===== config.mk =====
export PLATFORM = sky130hd
export DESIGN_NAME = monitor_mask_config_therm_status_regs
export DESIGN_NICKNAME = d
export VERILOG_FILES = /design/src/logic/monitor_regs_pkg.sv /design/src/logic/monitor_mask_config_therm_status_regs.sv
export SDC_FILE = /design/constraint.sdc
export NUM_CORES = 1
export LEC_CHECK = 0
export BUFFER_PORTS_ARGS = -buffer_cell sky130_fd_sc_hd__buf_2
export CAP_MARGIN = 20
export CORE_MARGIN = 8
export CORE_UTILIZATION = 40
export DETAILED_ROUTE_END_ITERATION = 7
export GPL_TIMING_DRIVEN = 0
export PLACE_DENSITY = 0.63
export RECOVER_POWER = 100
export SLEW_MARGIN = 25
export SYNTH_ARGS = -nofsm -noshare
export SYNTH_HDL_FRONTEND = slang
export SYNTH_SLANG_ARGS = --single-unit

===== constraint.sdc =====
create_clock -name clk_i -period 2.5 [get_ports clk_i]
set_input_delay 0.5 -clock clk_i [delete_from_list [all_inputs] [get_ports clk_i]]
set_output_delay 0.5 -clock clk_i [all_outputs]
set_load 0.02 [all_outputs]

===== src/logic/monitor_regs_pkg.sv =====
// Package with register map, field positions, timing counts and carrier types of the monitor register slice.
`default_nettype none
package monitor_regs_pkg;

	// ************************************************************
	// Register indices (byte address is four times the index)
	// ************************************************************
	localparam logic [7:0] IDX_ALERT_MASK_TWO = 8'h75;
	localparam logic [7:0] IDX_EXT_LOW_ONE = 8'h76;
	localparam logic [7:0] IDX_EXT_LOW_TWO = 8'h77;
	localparam logic [7:0] IDX_CONFIG_THREE = 8'h78;
	localparam logic [7:0] IDX_THERM_STATUS = 8'h79;
	localparam logic [7:0] IDX_CONTROL = 8'h60;
	localparam logic [7:0] IDX_IRQ_STATUS = 8'h61;
	localparam logic [7:0] IDX_IRQ_CLEAR = 8'h62;
	localparam logic [7:0] IDX_IRQ_ENABLE = 8'h63;
	localparam logic [7:0] IDX_UPPER_BASE = 8'h68;

	// ************************************************************
	// Reset values and field positions
	// ************************************************************
	localparam logic [7:0] RST_BYTE = 8'h00;
	localparam logic [7:0] MASK_WRITABLE = 8'hFD;
	localparam int MASK_TWELVE = 0;
	localparam int MASK_FAN_BASE = 2;
	localparam int MASK_FAN_FOUR = 5;
	localparam int MASK_DIODE_BASE = 6;
	localparam int CFG_ALERT_PIN = 0;
	localparam int CFG_THERM_EN = 1;
	localparam int CFG_FULL_SPEED_ON_THERMAL = 2;
	localparam int CFG_FAST = 3;
	localparam int CFG_CONT_BASE = 4;
	localparam int CTRL_LOCK = 0;
	localparam int CTRL_PIN_SEL = 1;
	localparam int IRQ_THERM = 0;
	localparam int IRQ_ALERT = 1;
	localparam int IRQ_UNFREEZE = 2;
	localparam int IRQ_WIDTH = 3;
	localparam int CHANNELS = 8;
	localparam int GROUP_SIZE = 4;

	// ************************************************************
	// Timing
	// ************************************************************
	localparam int CLK_MHZ = 100;
	localparam int STEP_US = 22760;
	localparam int EXCEED_US = 45520;
	localparam int FAST_MS = 250;
	localparam int SLOW_MS = 1000;
	localparam int STEP_CYCLES = STEP_US * CLK_MHZ;
	localparam int FAST_CYCLES = FAST_MS * 1000 * CLK_MHZ;
	localparam int SLOW_CYCLES = SLOW_MS * 1000 * CLK_MHZ;
	localparam logic [7:0] EXCEED_STEPS = 8'(EXCEED_US / STEP_US);
	localparam logic [7:0] TMR_MAX = 8'hFF;

	// ************************************************************
	// Types
	// ************************************************************
	typedef logic [9:0] reading_t;
	typedef struct packed {
		logic twelve_volt;
		logic overtemp;
		logic [3:0] fan;
		logic [1:0] diode;
	} fault_s;
	typedef enum logic {
		HOLD_LIVE = 1'b0,
		HOLD_FROZEN = 1'b1
	} hold_e;

endpackage : monitor_regs_pkg
`default_nettype wire


===== src/logic/monitor_mask_config_therm_status_regs.sv =====
// Alert mask, extended-resolution, third configuration and thermal status registers behind a Wishbone slave.
`timescale 1ns/1ps
`default_nettype none
module monitor_mask_config_therm_status_regs #(
	parameter int STEP_CYCLES = monitor_regs_pkg::STEP_CYCLES,
	parameter int FAST_CYCLES = monitor_regs_pkg::FAST_CYCLES,
	parameter int SLOW_CYCLES = monitor_regs_pkg::SLOW_CYCLES
) (
	// Clock, reset and enable
	input wire logic clk_i,
	input wire logic rst_i,
	input wire logic ce_i,
	// Wishbone slave
	input wire logic cyc_i,
	input wire logic stb_i,
	input wire logic we_i,
	input wire logic [31:0] adr_i,
	input wire logic [3:0] sel_i,
	input wire logic [31:0] dat_i,
	output logic [31:0] dat_o,
	output logic ack_o,
	// Measurement results and fault conditions
	input wire logic sample_valid_i,
	input wire logic [7:0][9:0] readings_i,
	input wire monitor_regs_pkg::fault_s faults_i,
	input wire logic thermal_timer_event_i,
	// Pins
	input wire logic tach_input_four_n_i,
	input wire logic five_volt_therm_n_i,
	input wire logic fan_pwm_two_i,
	output logic fan_drive_two_o,
	output logic alert_n_o,
	output logic fans_full_speed_o,
	// Tach control
	output logic fast_tach_o,
	output logic [3:0] continuous_tach_o,
	output logic tach_measure_o,
	// Interrupt
	output logic irq_o
);

	// ************************************************************
	// Bus decode
	// ************************************************************
	logic acc_go;
	logic wr_go;
	logic rd_go;
	logic [7:0] idx;
	logic [7:0] wdat;
	logic [7:0] rdata;
	assign acc_go = ce_i && cyc_i && stb_i && !ack_o;
	assign idx = adr_i[9:2];
	assign wr_go = acc_go && we_i && sel_i[0];
	assign rd_go = acc_go && !we_i;
	assign wdat = dat_i[7:0];

	logic [7:0] alert_mask_two_reg;
	logic [7:0] monitor_config_three_reg;
	logic [1:0] control_reg;
	logic [2:0] irq_status_reg;
	logic [2:0] irq_enable_reg;
	logic [7:0] steps_reg;
	logic [31:0] sub_cnt_reg;
	logic assert_flag_reg;
	logic therm_prev_reg;
	logic alert_prev_reg;
	logic [31:0] tach_cnt_reg;
	logic [7:0][7:0] upper_reg;
	logic [7:0][1:0] low_reg;
	monitor_regs_pkg::hold_e hold_reg [2];
	logic [1:0] unfreeze;

	// ************************************************************
	// Register writes
	// ************************************************************
	always_ff @(posedge clk_i)
	begin
		if (rst_i)
			alert_mask_two_reg <= monitor_regs_pkg::RST_BYTE;
		else if (wr_go && idx == monitor_regs_pkg::IDX_ALERT_MASK_TWO)
			alert_mask_two_reg <= wdat & monitor_regs_pkg::MASK_WRITABLE;
	end

	always_ff @(posedge clk_i)
	begin
		if (rst_i)
			monitor_config_three_reg <= monitor_regs_pkg::RST_BYTE;
		else if (wr_go && idx == monitor_regs_pkg::IDX_CONFIG_THREE && !control_reg[monitor_regs_pkg::CTRL_LOCK])
			monitor_config_three_reg <= wdat;
	end

	// The lock can only be set; only a reset releases it.
	always_ff @(posedge clk_i)
	begin
		if (rst_i)
			control_reg <= 2'h0;
		else if (wr_go && idx == monitor_regs_pkg::IDX_CONTROL)
		begin
			control_reg[monitor_regs_pkg::CTRL_LOCK] <= control_reg[monitor_regs_pkg::CTRL_LOCK] |
				wdat[monitor_regs_pkg::CTRL_LOCK];
			control_reg[monitor_regs_pkg::CTRL_PIN_SEL] <= wdat[monitor_regs_pkg::CTRL_PIN_SEL];
		end
	end

	always_ff @(posedge clk_i)
	begin
		if (rst_i)
			irq_enable_reg <= 3'h0;
		else if (wr_go && idx == monitor_regs_pkg::IDX_IRQ_ENABLE)
			irq_enable_reg <= wdat[2:0];
	end

	// ************************************************************
	// Extended-resolution capture and freeze
	// ************************************************************
	logic [7:0] upper_hit;
	assign upper_hit = (rd_go && idx[7:3] == monitor_regs_pkg::IDX_UPPER_BASE[7:3]) ? (8'h01 << idx[2:0]) : 8'h00;

	genvar g;
	generate
		for (g = 0; g < 2; g++)
		begin : g_group
			logic [3:0] seen_reg;
			logic [3:0] seen_next;
			logic ext_read;
			assign ext_read = rd_go && idx == monitor_regs_pkg::IDX_EXT_LOW_ONE + 8'(g);
			assign seen_next = seen_reg | upper_hit[g*4 +: 4];
			assign unfreeze[g] = ce_i && hold_reg[g] == monitor_regs_pkg::HOLD_FROZEN && !ext_read && &seen_next;
			always_ff @(posedge clk_i)
			begin
				if (rst_i)
				begin
					hold_reg[g] <= monitor_regs_pkg::HOLD_LIVE;
					seen_reg <= 4'h0;
				end
				else if (ce_i)
				begin
					unique case (hold_reg[g])
						monitor_regs_pkg::HOLD_LIVE:
						begin
							if (ext_read)
							begin
								hold_reg[g] <= monitor_regs_pkg::HOLD_FROZEN;
								seen_reg <= 4'h0;
							end
						end
						monitor_regs_pkg::HOLD_FROZEN:
						begin
							if (ext_read)
								seen_reg <= 4'h0;
							else if (&seen_next)
							begin
								hold_reg[g] <= monitor_regs_pkg::HOLD_LIVE;
								seen_reg <= 4'h0;
							end
							else
								seen_reg <= seen_next;
						end
					endcase
				end
			end
		end
	endgenerate

	// One process owns the whole packed result store so no bit has two drivers.
	always_ff @(posedge clk_i)
	begin
		if (rst_i)
		begin
			upper_reg <= '0;
			low_reg <= '0;
		end
		else if (ce_i && sample_valid_i)
		begin
			for (int ch = 0; ch < monitor_regs_pkg::CHANNELS; ch++)
			begin
				if (hold_reg[ch / monitor_regs_pkg::GROUP_SIZE] == monitor_regs_pkg::HOLD_LIVE)
				begin
					upper_reg[ch] <= readings_i[ch][9:2];
					low_reg[ch] <= readings_i[ch][1:0];
				end
			end
		end
	end

	// ************************************************************
	// Thermal input and assertion timer
	// ************************************************************
	logic therm_active;
	logic step_tick;
	logic status_read;
	logic [7:0] therm_status_view;
	assign therm_active = monitor_config_three_reg[monitor_regs_pkg::CFG_THERM_EN] &&
		!(control_reg[monitor_regs_pkg::CTRL_PIN_SEL] ? five_volt_therm_n_i : tach_input_four_n_i);
	assign step_tick = therm_active && sub_cnt_reg == 32'(STEP_CYCLES - 1);
	assign status_read = rd_go && idx == monitor_regs_pkg::IDX_THERM_STATUS;
	assign therm_status_view = (steps_reg >= monitor_regs_pkg::EXCEED_STEPS) ? steps_reg :
		{7'h00, assert_flag_reg};

	// A partial step is dropped when the input releases, so short pulses never accumulate.
	always_ff @(posedge clk_i)
	begin
		if (rst_i)
			sub_cnt_reg <= 32'h0;
		else if (ce_i)
			sub_cnt_reg <= (!therm_active || step_tick) ? 32'h0 : sub_cnt_reg + 32'h1;
	end

	always_ff @(posedge clk_i)
	begin
		if (rst_i)
		begin
			steps_reg <= monitor_regs_pkg::RST_BYTE;
			assert_flag_reg <= 1'b0;
		end
		else if (ce_i)
		begin
			assert_flag_reg <= therm_active || (assert_flag_reg && !status_read);
			if (status_read)
				steps_reg <= step_tick ? 8'h01 : 8'h00;
			else if (step_tick && steps_reg != monitor_regs_pkg::TMR_MAX)
				steps_reg <= steps_reg + 8'h01;
		end
	end

	// ************************************************************
	// Alert and fan outputs
	// ************************************************************
	logic tach_four_is_therm;
	logic [7:0] unmasked;
	logic alert_now;
	logic full_speed_on_thermal_on;
	assign tach_four_is_therm = monitor_config_three_reg[monitor_regs_pkg::CFG_THERM_EN] &&
		!control_reg[monitor_regs_pkg::CTRL_PIN_SEL];
	assign unmasked[monitor_regs_pkg::MASK_TWELVE] = faults_i.twelve_volt &&
		!alert_mask_two_reg[monitor_regs_pkg::MASK_TWELVE];
	assign unmasked[1] = faults_i.overtemp;
	assign unmasked[4:2] = faults_i.fan[2:0] & ~alert_mask_two_reg[4:2];
	assign unmasked[monitor_regs_pkg::MASK_FAN_FOUR] = (tach_four_is_therm ? thermal_timer_event_i : faults_i.fan[3]) &&
		!alert_mask_two_reg[monitor_regs_pkg::MASK_FAN_FOUR];
	assign unmasked[7:6] = faults_i.diode & ~alert_mask_two_reg[7:6];
	assign alert_now = |unmasked;
	assign full_speed_on_thermal_on = therm_active && monitor_config_three_reg[monitor_regs_pkg::CFG_FULL_SPEED_ON_THERMAL];

	always_ff @(posedge clk_i)
	begin
		if (rst_i)
		begin
			alert_n_o <= 1'b1;
			fan_drive_two_o <= 1'b0;
			fans_full_speed_o <= 1'b0;
		end
		else if (ce_i)
		begin
			alert_n_o <= !alert_now;
			fans_full_speed_o <= full_speed_on_thermal_on;
			if (monitor_config_three_reg[monitor_regs_pkg::CFG_ALERT_PIN])
				fan_drive_two_o <= !alert_now;
			else
				fan_drive_two_o <= full_speed_on_thermal_on || fan_pwm_two_i;
		end
	end

	// ************************************************************
	// Tach measurement pacing
	// ************************************************************
	logic [31:0] tach_period;
	assign tach_period = monitor_config_three_reg[monitor_regs_pkg::CFG_FAST] ? 32'(FAST_CYCLES) : 32'(SLOW_CYCLES);
	assign fast_tach_o = monitor_config_three_reg[monitor_regs_pkg::CFG_FAST];
	assign continuous_tach_o = monitor_config_three_reg[monitor_regs_pkg::CFG_CONT_BASE +: 4];

	// Compare with >= so a switch to the shorter period never overruns the counter.
	always_ff @(posedge clk_i)
	begin
		if (rst_i)
		begin
			tach_cnt_reg <= 32'h0;
			tach_measure_o <= 1'b0;
		end
		else if (ce_i)
		begin
			if (tach_cnt_reg >= tach_period - 32'h1)
			begin
				tach_cnt_reg <= 32'h0;
				tach_measure_o <= 1'b1;
			end
			else
			begin
				tach_cnt_reg <= tach_cnt_reg + 32'h1;
				tach_measure_o <= 1'b0;
			end
		end
	end

	// ************************************************************
	// Interrupt status
	// ************************************************************
	logic [2:0] irq_events;
	logic [2:0] irq_clear;
	assign irq_events[monitor_regs_pkg::IRQ_THERM] = therm_active && !therm_prev_reg;
	assign irq_events[monitor_regs_pkg::IRQ_ALERT] = alert_now && !alert_prev_reg;
	assign irq_events[monitor_regs_pkg::IRQ_UNFREEZE] = |unfreeze;
	assign irq_clear = (wr_go && idx == monitor_regs_pkg::IDX_IRQ_CLEAR) ? wdat[2:0] : 3'h0;

	always_ff @(posedge clk_i)
	begin
		if (rst_i)
		begin
			irq_status_reg <= 3'h0;
			therm_prev_reg <= 1'b0;
			alert_prev_reg <= 1'b0;
			irq_o <= 1'b0;
		end
		else if (ce_i)
		begin
			irq_status_reg <= (irq_status_reg & ~irq_clear) | irq_events;
			therm_prev_reg <= therm_active;
			alert_prev_reg <= alert_now;
			irq_o <= |(irq_status_reg & irq_enable_reg);
		end
	end

	// ************************************************************
	// Read mux and bus answer
	// ************************************************************
	always_comb
	begin
		rdata = 8'h00;
		if (idx[7:3] == monitor_regs_pkg::IDX_UPPER_BASE[7:3])
			rdata = upper_reg[idx[2:0]];
		else
		begin
			unique case (idx)
				monitor_regs_pkg::IDX_ALERT_MASK_TWO: rdata = alert_mask_two_reg;
				monitor_regs_pkg::IDX_EXT_LOW_ONE: rdata = {low_reg[3], low_reg[2], low_reg[1], low_reg[0]};
				monitor_regs_pkg::IDX_EXT_LOW_TWO: rdata = {low_reg[7], low_reg[6], low_reg[5], low_reg[4]};
				monitor_regs_pkg::IDX_CONFIG_THREE: rdata = monitor_config_three_reg;
				monitor_regs_pkg::IDX_THERM_STATUS: rdata = therm_status_view;
				monitor_regs_pkg::IDX_CONTROL: rdata = {6'h00, control_reg};
				monitor_regs_pkg::IDX_IRQ_STATUS: rdata = {5'h00, irq_status_reg};
				monitor_regs_pkg::IDX_IRQ_ENABLE: rdata = {5'h00, irq_enable_reg};
				default: rdata = 8'h00;
			endcase
		end
	end

	always_ff @(posedge clk_i)
	begin
		if (rst_i)
		begin
			ack_o <= 1'b0;
			dat_o <= 32'h0;
		end
		else if (ce_i)
		begin
			ack_o <= acc_go;
			if (acc_go)
				dat_o <= {24'h000000, rdata};
		end
	end
endmodule : monitor_mask_config_therm_status_regs
`default_nettype wire


---- Yosys cells after proc, flatten, opt, wreduce, memory -nomap -nowiden ----
Memories as Yosys holds them, arrays and structs flattened.
Cells that the tools add are included.
storage, ports and cells
  flip-flop bits (word level) ............. 200
  RAM bits ................................ 2
  input bits .............................. 167
  output and inout port bits .............. 43
  logic and storage cells ................. 191
  memories kept ........................... 1
memory list
  memory    depth  bits a word  read ports  clocked after memory_dff  wr ports  line                                         text
  hold_reg  2      1            2           0                         2         monitor_mask_config_therm_status_regs.sv:70  monitor_regs_pkg::hold_e hold_reg [2];
operators by class
  add/subtract/negate cells ............... 4
  magnitude comparators ................... 3
  equal/unequal tests ..................... 14
  shift operators ......................... 1
  muxes and demuxes ....................... 53
  bitwise logic cells ..................... 17
  reduce and logical (&&, ||, !) cells .... 62
operators with widths
  operator                                                            number
  == test 8 x 7 -> 1 bit (second input constant)                      9
  adder 32 x 1 -> 32 bit (second input constant)                      2
  two-way mux 32 bit                                                  2
  case mux 8 bit (8 select lines)                                     1
  two-way mux 8 bit                                                   6
  logical AND 1 bit                                                   33
  two-way mux 1 bit                                                   33
  == test 32 x 22 -> 1 bit (second input constant)                    1
  greater-or-equal comparator 32 bit                                  1
  subtractor 27 x 1 -> 28 bit (second input constant)                 1
  two-way mux 27 bit                                                  1
  binary-select mux 8 bit (select 3 bit)                              1
  two-way mux 4 bit                                                   6
  case mux 4 bit (2 select lines)                                     2
  logical NOT 1 bit                                                   14
  AND reduction 2 bit                                                 6
  bitwise AND 3 bit                                                   3
  adder 8 x 1 -> 8 bit (second input constant)                        1
  greater-or-equal comparator 8 x 2 -> 1 bit (second input constant)  1
  inequality test 8 bit (second input constant)                       1
  OR 4 bit                                                            2
  AND reduction 4 bit                                                 2
  OR reduction 8 bit                                                  1
  << shifter 1 x 3 -> 8 bit (first input constant)                    1
  14 further kinds                                                    23

---- Depth between registers and ports, before layout ----
  depth after elaboration ................. 15
  gate-level depth with buffers ........... 9
  gate-level depth less buffers ........... 7

---- Least setup slack after synthesis ----
OpenSTA, ideal clock, no wires.
  path type ............................... in2reg
  from .................................... input adr_i[3]
  to ...................................... memory hold_reg[0] (netlist name) (enable)
  library setup time ...................... 0.311 ns
  data arrival time ....................... 2.052 ns
  data required time ...................... 2.189 ns
  path slack .............................. 0.138 ns
  cell stages on the path ................. 6
  buffers on the path ..................... 1
  cell sequence ........................... clkbuf_2 -> nor4bb_1 -> a41oi_1 -> or4_1 -> or3b_1 -> o211ai_1
RTL lines
  item             line                                         text
  start, declared  monitor_mask_config_therm_status_regs.sv:17  input wire logic [31:0] adr_i,
  end, declared    monitor_mask_config_therm_status_regs.sv:70

==> impl_results.md <==
* Vias in the first global route at ~8900
* Clock transition at the register clock pins on the worst setup and hold paths after CTS at approximately 60 ps
* Max Buffers Root-to-Sink at 3
* Cell-by-cell listing of the critical path: and4b_1 > clkbuf_4 > a41oi_1 > or4_1 > or3b_1 > o211ai_1
* Worst-case hold slack at ~210 ps
* Count of different cell masters after synthesis at 64
* Cell area after technology mapping at between 0.009 and 0.01 mm2
* Register Area at a little over 0.004 mm2
* Number of standard-cell rows in the floorplan at 57
* Max Cap Viol at 0
* Number of top-level design ports at 210
* Static leakage power at about 4.3 nW
* Most frequent standard cell in the layout excluding fill and tap cells: nand2_1
* Share of power burned in the clock network at 47.4%
* Dpl hpwl at roughly 22000 um
* Result of the run: completed
* Final GP Congestion at approximately 0.84
* Top library cells by usage in the layout, fill and taps aside: 212 x nand2_1, 199 x dfxtp_1, 130 x a21oi_1, 124 x buf_2, 81 x nor2_1
* Largest net degree at the start of global routing at 13
* Overall via count from detail_route at 8970
* Largest clock skew in the final design at 21.3 ps
* Post-route fraction of the period consumed by the critical path at between 90% and 100%
* First-pass GRT wire length at about 47000 um
* Clock tree from TritonCTS: built
* Net count, final at approximately 1500
* Critical Path Max Stage Delay at 600 ps
* Switching Fraction at a little under a quarter
* Final wirelength at about 29000 um
* Detailed Route Iter0 Violations at ~560
* Vertical die dimension at between 150 and 200 um
* Number of flip-flops in the largest register at 64
* Total CTS buffers at 24
* Top cell type by total area after synthesis: dfxtp_1
* Max-slew violation count at 0
* Number of synthesized flops with an enable pin at 2
* Pre-antenna DRT Iters at 4
* Worst-case setup margin in the final layout at 90.3 ps
* Kind of start point of the critical path: flop
* Combinational share of power at between 7 and 8%
* Highest Clock Rate at about 410 MHz
* Leading register cell type out of synthesis: dfxtp_1
* Ranking of synthesized cells by area: dfxtp_1 41%, nand2_1 8.1%, a21oi_1 6.6%, xnor2_1 4.0%, mux4_2 3.7%
* Die width at approximately 170 um
* Deepest level of the CTS H-tree at 1
* Count of warnings emitted by yosys at 0
* Number of hold buffers added after cts at 0
* Critical path class: flop to flop
* Critical Path AT at 2620 ps
* DR DRC count at 0
* Pre-CTS setup slack at -392 ps
* Max stage delay cell, worst path: or4_1
* CP bufs+invs at 1
* Full die area at approximately 0.03 mm2
* Final Hold Fails at 0
* Required time at the worst-slack endpoint at ~2700 ps
* CP top delay family: simple AND/OR/NAND/NOR gates
* Mean post-synth cell area at around 8.4 um2
* Layout cells sized above 1 at between 10% and 20%
* Sort of element at the end of the critical path: flop
* # setup viols final at 0
* Starting utilization of the core area at around 40%
* Highest net fanout along the worst path at 8
* Area share of the leading cell type in the synthesized netlist at 40.6%
* Root Driver: clkbuf_16
* Routed length per instance at approximately 17 um
* Multi-input logic area at roughly 0.0053 mm2
* Power spent charging and discharging nets at 0.00176 W
* Power density of the placed cells at 626 mW/mm2
* # clock sinks at 202
* Number of fillers in the final layout at 2442
* Peak supply drop at 0.528 mV
* Via-to-Cell Ratio at 5.26
* Sequential fraction of the synthesis area at about two fifths
* Normalized max-slew margin at between 40% and 50%
* Share of synthesized registers carrying an async set or reset at 0%
* Sequential share of power at around 45%
* Leftover overflow at the end of global routing at 0
* Design internal power at around 0.0056 W
* Time the worst path needs with I/O delays and setup at 2410 ps
* Worst skew pair latency at 530 ps
* Number of routed nets with antenna violations at 0
* Synthesized netlist cell count at roughly 1200
* Area of the core at ~0.024 mm2
* Final Power at around 0.0074 W
* Area growth from synthesis to layout at 19.9%
* Transition at the pin with the smallest max-transition slack at a little under 800 ps
* HP Class: input port to flop
* Global-route usage over all layers at a little under a fifth
* Synthesized flop and latch total at between 200 and 250
* Quantity of I/O buffers inserted on ports at 132
* Number of antenna violations at the first check in global routing at 2
## cell families after synthesis
family | count (synthesis) | synth area share (%)
buffers and inverters | 126 | 6.49
AND/OR/NAND/NOR | 520 | 26.0
other | 1 | 0.0381
adder cells (fa/ha/maj) | 12 | 1.52
flip-flops | 202 | 41.2
XOR/XNOR | 56 | 4.98
AO/OA/AOI/OAI | 215 | 12.8
multiplexers | 47 | 6.88
## cells in the mapped netlist, drive strengths merged, types with 3 or more instances
cell type / number
nand2: 212
dfxtp: 200
a21oi: 130
nor2: 82
nor3: 55
clkbuf: 54
buf: 49
xnor2: 45
nand3: 32
mux2i: 25
inv: 23
o21ai: 22
nand4: 20
nor4: 19
and3: 17
mux4: 16
nand2b: 13
a41oi: 12
and2: 12
and4: 12
ha: 12
xor2: 11
or4: 9
a22o: 7
a31oi: 7
nor2b: 7
a211oi: 6
mux2: 6
nor4b: 6
o31ai: 6
a311oi: 5
o211ai: 5
nand4bb: 4
nor3b: 4
nor4bb: 4
a22oi: 3
nand4b: 3
o21a: 3
## metrics by stage
| step | TNS, ps | area [um2] | instances | utilization, % |
|---|---|---|---|---|
| CTS | 0 | 11800 | 1702 | 48.8 |
| finish | 0 | 11800 | 1704 | 48.7 |
| global placement | -10550 | 11000 | 1658 | 45.4 |
| floorplan | 0 | 9940 | 1202 | - |
| global route | -14.7 | 11800 | 1704 | 48.7 |
| detailed placement | -12930 | 11000 | 1658 | 45.4 |
## area by class of cell
type	instances	area share (%)
timing repair buffer	133	5.43
sequential	202	34.4
multi-input combinational	874	44.5
inverter	23	0.731
clock buffer	38	6.29
buffer	103	4.63
clock inverter	6	0.582
tap	324	3.43
antenna	1	0.0212
## repair_timing
| action | in CTS | in global routing |
|---|---|---|
| endpoints found under the hold margin | 0 | 0 |
| pin swaps | 0 | 1 |
| resized for setup | 3 | 6 |
| endpoints found under the setup margin | 31 | 33 |
| setup buffers | 0 | 1 |
## metal layers
layer	track usage, %	up-vias	wire, um
met3	3.88	46	1660
met1	24.8	4188	13400
met5	0	-	12
met2	31.0	263	13200
met4	4.71	2	731
li1	-	4471	-
## worst register-to-register path, stage by stage, from the launching register on
cell and delay [ps]:
dfxtp_1 350, and4b_1 300, clkbuf_4 210, a41oi_1 120
or4_1 600, or3b_1 430, o211ai_1 110
## power by group through the flow
stage          logic, W  clock network (W)  registers, W
2_1_floorplan  0.000330                  0       0.00340
3_3_place_gp   0.000553                  0       0.00340
3_5_place_dp   0.000559                  0       0.00340
4_1_cts        0.000561            0.00357       0.00333
5_1_grt        0.000614            0.00369       0.00334
6_report       0.000557            0.00351       0.00333
## final timing paths
kind	cells past startpoint	slack, ps	end	start
worst max-delay path	6	90	hold_reg[0]	ack_o
worst min-delay path	3	210	upper_reg[16]	readings_i[22]
worst max register to register	6	90	hold_reg[0]	ack_o
worst min register to register	2	450	upper_reg[54]	upper_reg[54]
(Power assumes the default switching activity.)
